[config.mk]
export PLATFORM = sky130hd
export DESIGN_NAME = front_panel_menu_controller
export DESIGN_NICKNAME = d
export VERILOG_FILES = /design/src/design/panel_pkg.sv /design/src/design/front_panel_menu_controller.sv
export SDC_FILE = /design/constraint.sdc
export NUM_CORES = 1
export LEC_CHECK = 0
export BUFFER_PORTS_ARGS = -buffer_cell sky130_fd_sc_hd__buf_2
export CORE_MARGIN = 4
export CORE_UTILIZATION = 45
export CTS_CLUSTER_SIZE = 30
export DETAILED_ROUTE_END_ITERATION = 7
export MAX_ROUTING_LAYER = met4
export PLACE_DENSITY = 0.74
export SLEW_MARGIN = 20
export SYNTH_ARGS = -nofsm -noshare
export SYNTH_HDL_FRONTEND = slang
export SYNTH_SLANG_ARGS = --single-unit
export TNS_END_PERCENT = 50
[constraint.sdc]
create_clock -name sys_clk -period 13.7 [get_ports sys_clk]
set_input_delay 0.685 -clock sys_clk [delete_from_list [all_inputs] [get_ports sys_clk]]
set_output_delay 0.685 -clock sys_clk [all_outputs]
set_load 0.02 [all_outputs]
[src/design/panel_pkg.sv]
// Purpose: shared types and constants of the front-panel menu controller
// Assumes: 125 MHz system clock
// Notes:   level is held as a magnitude, 10 means -10 dBm; gain in 0.1 dB units
`default_nettype none
package panel_pkg;
	localparam int unsigned CLK_HZ       = 125_000_000;
	localparam int unsigned TIMEOUT_S    = 12;   // idle time that abandons an edit
	localparam int unsigned BOOT_STAGE_MS = 1000; // length of each boot display stage
	localparam int unsigned DEBOUNCE_MS  = 10;
	localparam int unsigned TIMEOUT_CYC  = TIMEOUT_S * CLK_HZ;
	localparam int unsigned BOOT_CYC     = (BOOT_STAGE_MS * (CLK_HZ / 1000));
	localparam int unsigned DEBOUNCE_CYC = (DEBOUNCE_MS * (CLK_HZ / 1000));
	localparam logic [4:0]  LVL_MIN_MAG  = 5'd10;  // -10 dBm
	localparam logic [4:0]  LVL_MAX_MAG  = 5'd30;  // -30 dBm
	localparam logic [4:0]  OUT_FLOOR_MAG = 5'd20; // output floor -20 dBm
	localparam logic [9:0]  GAIN_MAX     = 10'd300;
	localparam logic [5:0]  ADDR_MAX     = 6'd31;
	localparam logic [1:0]  IFSEL_MAX    = 2'd2;
	localparam logic [2:0]  FREQ_DIGITS  = 3'd7;
	// register offsets
	localparam logic [3:0]  OFS_CTRL     = 4'h0;
	localparam logic [3:0]  OFS_STATUS   = 4'h4;
	localparam logic [3:0]  OFS_FREQ     = 4'h8;
	localparam logic [3:0]  OFS_LVLGAIN  = 4'hC;
	localparam int unsigned CTRL_OPT_BIT = 0;
	localparam logic        CTRL_RST     = 1'b0;

	typedef enum logic [2:0] {
		ST_LOAD, ST_SEGS, ST_VERSION, ST_IDLE, ST_EDIT, ST_SAVE, ST_DONE
	} state_t;

	typedef enum logic [2:0] {
		M_FREQ, M_LEVEL, M_GAIN, M_MUTE, M_REMOTE, M_EXTREF, M_IFSEL, M_ADDR
	} menu_t;

	typedef struct packed {
		logic [6:0][3:0] freq;                // bcd, digit 6 leftmost
		logic [4:0]      input_level_setting;
		logic [8:0]      gain;
		logic            mute;
		logic            remote;
		logic            extref;
		logic [1:0]      ifsel;
		logic [4:0]      addr;
	} settings_t;

	localparam settings_t SET_RST = '{freq: 28'h3750000, input_level_setting: 5'd20,
		gain: 9'd100, mute: 1'b0, remote: 1'b0, extref: 1'b0, ifsel: 2'd0, addr: 5'd0};

	typedef struct packed {
		state_t          state;
		menu_t           menu;
		logic [2:0]      cur;
		logic            yes;
		settings_t       saved;
		settings_t       edit;
		settings_t       hw;
		logic [30:0]     tmr;
		logic [5:0]      s1;
		logic [5:0]      s2;
		logic [4:0]      stable;
		logic [4:0][20:0] dcnt;
		logic            carrier_mute;
		logic            nvm_wr;
		logic            led_alarm;
		logic            opt_fitted;
		logic [31:0]     rdata;
	} panel_state_t;
endpackage
`default_nettype wire

[src/design/front_panel_menu_controller.sv]
// Purpose: front-panel menu controller: switches in, display state, settings out
// Assumes: storage data valid on nvm_rdata when reset releases
// Notes:   serial remote protocol and rf circuitry live elsewhere
//
// The implementer's own choices: the register offsets and the plain strobed port.
`default_nettype none
module front_panel_menu_controller
	import panel_pkg::*;
#(
	parameter int unsigned TMO_CYC = TIMEOUT_CYC,
	parameter int unsigned BOOT_STAGE_CYC = BOOT_CYC,
	parameter int unsigned DB_CYC = DEBOUNCE_CYC
) (
	input  wire logic       sys_clk,
	input  wire logic       rst,
	input  wire logic       sw_menu,
	input  wire logic       sw_left,
	input  wire logic       sw_right,
	input  wire logic       sw_up,
	input  wire logic       sw_down,
	input  wire logic       pll_unlock,
	input  wire settings_t  nvm_rdata,
	output var  logic       nvm_wr,
	output var  settings_t  nvm_wdata,
	output var  settings_t  hw_set,
	output var  logic       carrier_mute,
	output var  logic       led_alarm,
	output var  logic       led_mute,
	output var  logic       led_remote,
	output var  state_t     lcd_state,
	output var  menu_t      lcd_menu,
	output var  logic [2:0] lcd_cursor,
	output var  logic       lcd_yes,
	output var  settings_t  lcd_set,
	input  wire logic [3:0] reg_addr,
	input  wire logic [31:0] reg_wdata,
	input  wire logic       reg_wr,
	input  wire logic       reg_rd,
	output var  logic [31:0] reg_rdata
);
	panel_state_t     st_reg;
	panel_state_t     st_next;
	logic [4:0]       press;
	logic [4:0]       stb_n;
	logic [4:0][20:0] dcnt_n;
	logic             any_press;
	logic [2:0]       ncur;
	logic [2:0]       fidx;
	logic [3:0]       dig;
	logic [9:0]       gstep;
	logic [9:0]       gnew;
	logic [9:0]       glo;
	logic [9:0]       ghi;
	logic [5:0]       astep;
	logic [5:0]       anew;
	logic             vup;
	logic             vdn;
	logic             last_menu;

	// per-switch debounce; a press is the single cycle the stable level rises
	genvar i;
	generate
		for (i = 0; i < 5; i++) begin : g_db
			always_comb begin
				stb_n[i] = st_reg.stable[i];
				dcnt_n[i] = '0;
				if (st_reg.s2[i] != st_reg.stable[i]) begin
					dcnt_n[i] = st_reg.dcnt[i] + 21'd1;
					if (st_reg.dcnt[i] == 21'(DB_CYC - 1)) begin
						stb_n[i] = st_reg.s2[i];
						dcnt_n[i] = '0;
					end
				end
			end
			assign press[i] = stb_n[i] & ~st_reg.stable[i];
		end
	endgenerate

	assign any_press = |press;
	assign vup = press[3];
	assign vdn = press[4];

	// editable places per menu; the place after them is the return marker
	always_comb begin
		case (st_reg.menu)
			M_FREQ:  ncur = FREQ_DIGITS;
			M_GAIN:  ncur = 3'd3;
			M_ADDR:  ncur = 3'd2;
			default: ncur = 3'd1;
		endcase
	end

	// digit and step arithmetic shared by the vertical switch
	always_comb begin
		fidx = 3'd6 - st_reg.cur;
		dig = st_reg.edit.freq[fidx];
		case (st_reg.cur)
			3'd0:    gstep = 10'd100;
			3'd1:    gstep = 10'd10;
			default: gstep = 10'd1;
		endcase
		gnew = vup ? {1'b0, st_reg.edit.gain} + gstep : {1'b0, st_reg.edit.gain} - gstep;
		ghi = 10'(st_reg.edit.input_level_setting) * 10'd10;
		glo = (st_reg.edit.input_level_setting > OUT_FLOOR_MAG) ?
			10'(st_reg.edit.input_level_setting - OUT_FLOOR_MAG) * 10'd10 : 10'd0;
		astep = (st_reg.cur == 3'd0) ? 6'd10 : 6'd1;
		anew = vup ? {1'b0, st_reg.edit.addr} + astep : {1'b0, st_reg.edit.addr} - astep;
		last_menu = st_reg.opt_fitted ? (st_reg.menu == M_ADDR) : (st_reg.menu == M_IFSEL);
	end

	// whole next state
	always_comb begin
		st_next = st_reg;
		st_next.s1 = {pll_unlock, sw_down, sw_up, sw_right, sw_left, sw_menu};
		st_next.s2 = st_reg.s1;
		st_next.stable = stb_n;
		st_next.dcnt = dcnt_n;
		st_next.nvm_wr = 1'b0;
		st_next.led_alarm = st_reg.s2[5];
		// frequency from the committed copy only; level and gain live
		st_next.hw = st_reg.saved;
		st_next.hw.input_level_setting = st_reg.edit.input_level_setting;
		st_next.hw.gain = st_reg.edit.gain;
		// a pending retune holds the carrier off until the commit lands
		st_next.carrier_mute = st_reg.hw.mute |
			(st_reg.edit.freq != st_reg.saved.freq) | (st_reg.hw.freq != st_reg.saved.freq);
		case (st_reg.state)
			ST_LOAD: begin
				st_next.saved = nvm_rdata;
				st_next.edit = nvm_rdata;
				st_next.tmr = '0;
				st_next.state = ST_SEGS;
			end
			ST_SEGS, ST_VERSION: begin
				st_next.tmr = st_reg.tmr + 31'd1;
				if (st_reg.tmr == 31'(BOOT_STAGE_CYC - 1)) begin
					st_next.tmr = '0;
					st_next.state = (st_reg.state == ST_SEGS) ? ST_VERSION : ST_IDLE;
				end
			end
			ST_IDLE: begin
				st_next.edit = st_reg.saved;
				if (press[0]) begin
					st_next.state = ST_EDIT;
					st_next.menu = M_FREQ;
					st_next.cur = '0;
					st_next.tmr = '0;
				end
			end
			ST_EDIT: begin
				if (press[0]) begin
					st_next.cur = '0;
					st_next.yes = 1'b0;
					if (st_reg.cur == ncur || last_menu)
						st_next.state = ST_SAVE;
					else
						st_next.menu = menu_t'(st_reg.menu + 3'd1);
				end else if (press[1] && st_reg.cur != 3'd0) begin
					st_next.cur = st_reg.cur - 3'd1;
				end else if (press[2] && st_reg.cur < ncur) begin
					st_next.cur = st_reg.cur + 3'd1;
				end else if ((vup || vdn) && st_reg.cur < ncur) begin
					case (st_reg.menu)
						M_FREQ: begin
							if (vup)
								st_next.edit.freq[fidx] = (dig == 4'h9) ? 4'h0 : dig + 4'h1;
							else
								st_next.edit.freq[fidx] = (dig == 4'h0) ? 4'h9 : dig - 4'h1;
						end
						M_LEVEL: begin
							if (vup && st_reg.edit.input_level_setting > LVL_MIN_MAG)
								st_next.edit.input_level_setting =
									st_reg.edit.input_level_setting - 5'd1;
							if (vdn && st_reg.edit.input_level_setting < LVL_MAX_MAG)
								st_next.edit.input_level_setting =
									st_reg.edit.input_level_setting + 5'd1;
						end
						M_GAIN: begin
							// underflow wraps high and fails the upper check
							if (gnew <= GAIN_MAX && gnew <= ghi && gnew >= glo)
								st_next.edit.gain = gnew[8:0];
						end
						M_MUTE:   st_next.edit.mute = ~st_reg.edit.mute;
						M_REMOTE: st_next.edit.remote = ~st_reg.edit.remote;
						M_EXTREF: st_next.edit.extref = ~st_reg.edit.extref;
						M_IFSEL: begin
							if (vup)
								st_next.edit.ifsel = (st_reg.edit.ifsel == IFSEL_MAX) ?
									2'd0 : st_reg.edit.ifsel + 2'd1;
							else
								st_next.edit.ifsel = (st_reg.edit.ifsel == 2'd0) ?
									IFSEL_MAX : st_reg.edit.ifsel - 2'd1;
						end
						M_ADDR: begin
							if (anew <= ADDR_MAX)
								st_next.edit.addr = anew[4:0];
						end
						default: st_next.edit = st_reg.edit;
					endcase
				end
			end
			ST_SAVE: begin
				if (press[0]) begin
					st_next.state = ST_DONE;
					if (st_reg.yes) begin
						st_next.saved = st_reg.edit;
						st_next.nvm_wr = 1'b1;
					end else begin
						st_next.edit = st_reg.saved;
					end
				end else if (vup || vdn) begin
					st_next.yes = ~st_reg.yes;
				end else if (press[1] || press[2]) begin
					st_next.yes = press[1];
				end
			end
			ST_DONE: begin
				if (press[0])
					st_next.state = ST_IDLE;
			end
			default: st_next.state = ST_LOAD;
		endcase
		// inactivity watchdog over the whole session
		if (st_reg.state == ST_EDIT || st_reg.state == ST_SAVE || st_reg.state == ST_DONE) begin
			if (any_press) begin
				st_next.tmr = '0;
			end else if (st_reg.tmr == 31'(TMO_CYC - 1)) begin
				st_next.state = ST_IDLE;
				st_next.edit = st_reg.saved;
				st_next.nvm_wr = 1'b0;
			end else begin
				st_next.tmr = st_reg.tmr + 31'd1;
			end
		end
		// register port: control write and read-back
		if (reg_wr && reg_addr == OFS_CTRL)
			st_next.opt_fitted = reg_wdata[CTRL_OPT_BIT];
		st_next.rdata = '0;
		if (reg_rd) begin
			case (reg_addr)
				OFS_CTRL:    st_next.rdata = {31'd0, st_reg.opt_fitted};
				OFS_STATUS:  st_next.rdata = {20'd0, st_reg.led_alarm, st_reg.carrier_mute,
					st_reg.yes, st_reg.cur, st_reg.menu, st_reg.state};
				OFS_FREQ:    st_next.rdata = {4'd0, st_reg.saved.freq};
				OFS_LVLGAIN: st_next.rdata = {18'd0, st_reg.hw.input_level_setting,
					st_reg.hw.gain};
				default:     st_next.rdata = '0;
			endcase
		end
	end

	// the single state register
	always_ff @(posedge sys_clk or posedge rst) begin
		if (rst) begin
			st_reg <= '{state: ST_LOAD, menu: M_FREQ, saved: SET_RST, edit: SET_RST,
				hw: SET_RST, opt_fitted: CTRL_RST, default: '0};
		end else begin
			st_reg <= st_next;
		end
	end

	// outputs come straight from the state register
	assign nvm_wr = st_reg.nvm_wr;
	assign nvm_wdata = st_reg.saved;
	assign hw_set = st_reg.hw;
	assign carrier_mute = st_reg.carrier_mute;
	assign led_alarm = st_reg.led_alarm;
	assign led_mute = st_reg.hw.mute;
	assign led_remote = st_reg.hw.remote;
	assign lcd_state = st_reg.state;
	assign lcd_menu = st_reg.menu;
	assign lcd_cursor = st_reg.cur;
	assign lcd_yes = st_reg.yes;
	assign lcd_set = st_reg.edit;
	assign reg_rdata = st_reg.rdata;
endmodule // front_panel_menu_controller
`default_nettype wire

==> metrics.txt <==
final setup violation count 0; CP Cell Sequence or4b_1 -> or4_4 -> nor4_1 -> buf_4 -> nand2_1 -> inv_1 -> ha_1 -> ha_1 -> o21a_1 -> a21boi_0 -> o22ai_1 -> xnor2_1 -> ha_1 -> nand3_1 -> or4b_2 -> a2111o_1 -> mux2i_1 -> o221ai_1; residual antenna-violating net count after detailed routing 0; largest stage delay on the critical path 0.68 ns; DP Area 22000 µm²; number of top-level pins 301; max FFs per register 147; source-to-sink clock delay at the later pin of the worst-skew pair 0.60 ns; setup repair after global routing missed its margin no; first-pass GRT wire length 103000 µm; CTS tree done; number of I/O port buffers 265; crit path DAT 6.56 ns; overall global routing resource usage 26.2%; Post-Place Cells 2983; initial antenna violation count 1; number of DRC markers in iteration 0 1714; total grt overflow 0; sequential area share after synthesis 40.9%; top post-synthesis cells by area sky130_fd_sc_hd__dfrtp_1 (37%), sky130_fd_sc_hd__buf_4 (6.9%), sky130_fd_sc_hd__ha_1 (4.5%); post-detailed-route wirelength per cell 22.1 µm; post-layout minimum cycle time 6.13 ns; number of distinct standard cells referenced by the synthesized netlist 85; non-filler instance count after layout 3058; maximum number of pins on one net before global-route repair 120; fin area 23500 µm²; overall die area 51500 µm²; final-stage net count 2599; worst path bufs/invs 2; number of H-tree levels 2; Synth area leader sky130_fd_sc_hd__dfrtp_1; router iterations before antenna repair 6; timing startpoint of the critical path st_reg[107]$_DFF_PP0_; R2R cell count 18; Critical R2R Capture lcd_set[13]$_DFF_PP0_; Hold Vio Cnt, Final 0; warnings from Yosys 0; maximum clock path buffer count 3; area added between synthesis and finish 8.82%; clk_skew 0.0444 ns; critical path's top delay family simple AND/OR/NAND/NOR gates; vias in the first global route 17.7k; Inserted Diodes 0; Post-synth EDFFs 0; CTS Hold Bufs 0; Post-Syn Area per Cell 9.05 µm²; clock-pin slew of the registers on the worst-case setup and hold paths 0.06 ns; IR drop worst, VDD 74.2 µV; share of the synthesized area in the top cell type 36.5%; prevailing post-synth register cell sky130_fd_sc_hd__dfrtp_1; worst-path maximum fanout 9; Crit. path cell count 18; capturing instance or port of the critical path lcd_set[13]$_DFF_PP0_; combined area of the multi-input logic cells 10700 µm²; async set or reset register ratio after synthesis 100%; filler cell count 4268; detailed-route DRC error count 0; element type at the critical path end flop; placeable core region 47000 µm²; root buffer selected by CTS sky130_fd_sc_hd__clkbuf_16; routability cong. 0.946; FF+latch area 8830 µm²; leakage power summed over all cells 10.7 nW; outcome finished, final reports clean; Worst path slowest cell sky130_fd_sc_hd__a2111o_1; effective utilization at floorplan 46.0%; flop and latch count out of synthesis 351; critical path class flop to flop; worst reg2reg setup slack 7.57 ns; summed instance area of the synthesized netlist 21600 µm²; number of max-capacitance violations reported 0; required time reported for the critical path endpoint 14.13 ns; Num CTS Buffers 41; Hold Worst Slack 0.209 ns; worst reg2reg path startpoint st_reg[107]$_DFF_PP0_; type of origin of the critical path flop; vias post-DR 18.4k; Setup Fix Bufs, Post-CTS 0; pin slew with the least headroom to its limit 0.963 ns; setup_tns 0 ns; fraction of final layout cells sized beyond drive strength 1 18.8%; final number of max-transition violations 0; Resized cells post-CTS 0; HPWL Detailed 48600 µm; dominant cell type by count on the critical path sky130_fd_sc_hd__ha_1; final worst-path cycle share 44.7%; total wirelength of the detailed-routed design 67600 µm; FP Rows 79; die span in x 227 µm; cell count after synthesis 2384; maximum achievable frequency 163 MHz; chip height 227 µm; worst min-delay path category primary input to flop; Clock Sinks 351; via/cell ratio 6.02; Relative slew margins 35.4%; power density of the placed cells 107 nW/µm²
[routing by layer]
metal	wire length (µm)	vias to the layer above	global-route usage, %
li1	-	8303	-
met1	26900	8935	33.2
met2	31100	988	41.3
met3	6160	189	4.51
met4	3400	0	12.1
met5	0	-	-
[layout by cell type, fill, tap and decap left out, types with 31 or more instances in the layout]
cell	synthesis	layout
sky130_fd_sc_hd__a21o_1	45	45
sky130_fd_sc_hd__a21oi_1	115	115
sky130_fd_sc_hd__a22oi_1	33	33
sky130_fd_sc_hd__and2_1	31	31
sky130_fd_sc_hd__and3_1	50	50
sky130_fd_sc_hd__buf_2	2	265
sky130_fd_sc_hd__clkbuf_16	0	41
sky130_fd_sc_hd__dfrtp_1	315	314
sky130_fd_sc_hd__dfstp_2	36	36
sky130_fd_sc_hd__ha_1	77	77
sky130_fd_sc_hd__inv_1	63	62
sky130_fd_sc_hd__mux2i_1	54	54
sky130_fd_sc_hd__nand2_1	237	237
sky130_fd_sc_hd__nand3_1	79	79
sky130_fd_sc_hd__nand4_1	35	35
sky130_fd_sc_hd__nor2_1	242	239
sky130_fd_sc_hd__o21ai_0	149	146
sky130_fd_sc_hd__xnor2_1	59	58
sky130_fd_sc_hd__xor2_1	74	74
[stage by stage]
step	setup WS, ns	util (%)	power, mW
after floorplan	3.34	-	1.32
after global placement	7.73	46.9	1.37
after detailed placement	7.64	47.0	1.38
after CTS	7.63	50.0	2.53
after global routing	7.15	50.0	2.60
final	7.57	50.0	2.51
[cell type report]
class / count / area share [%]
well taps: 607 / 3.23
multi-input cells: 1668 / 45.4
flip-flops and latches: 351 / 37.6
clock inverters: 22 / 1.16
inverters: 64 / 1.05
repair buffers: 294 / 6.64
clock buffers: 52 / 4.88
[cell usage after synthesis (all sizes together), types with 14 or more instances]
master	count
inv	63
xnor2	59
ha	77
dfstp	36
o2bb2ai	14
a22oi	33
nand3	79
o21ai	151
nor2b	20
nand2	237
a21oi	115
mux2i	54
o22ai	17
mux2	23
buf	209
nand4	35
and2	33
nor3	31
nor4	15
a21o	45
and3	50
xor2	74
a221oi	15
dfrtp	315
or3	23
nor2	242
clkbuf	95
[worst min path at each step]
stage,start,endpoint,cells after the start
finish,pll_unlock,st_next[151]$_DFF_PP0_,1
global route,pll_unlock,st_next[151]$_DFF_PP0_,1
CTS,sw_left,st_next[147]$_DFF_PP0_,1
detailed placement,st_next[146]$_DFF_PP0_,st_reg[146]$_DFF_PP0_,0
global placement,st_next[146]$_DFF_PP0_,st_reg[146]$_DFF_PP0_,0
floorplan,st_next[33]$_DFF_PP0_,led_alarm$_DFF_PP0_,0
[where the power goes]
part	internal, mW	switching [mW]	leakage (nW)
combinational	0.0901	0.147	5.54
clock	0.676	0.469	0.707
sequential	1.07	0.0544	4.44
[kinds of logic after synthesis]
family | synth area share, %
buf+inv | 9.87
simple gates | 19.1
mux | 4.12
xor+xnor | 5.40
compound gates | 15.7
fa+ha+maj | 4.83
other cells | 0.0174
flops | 40.9
(Power assumes the default switching activity.)
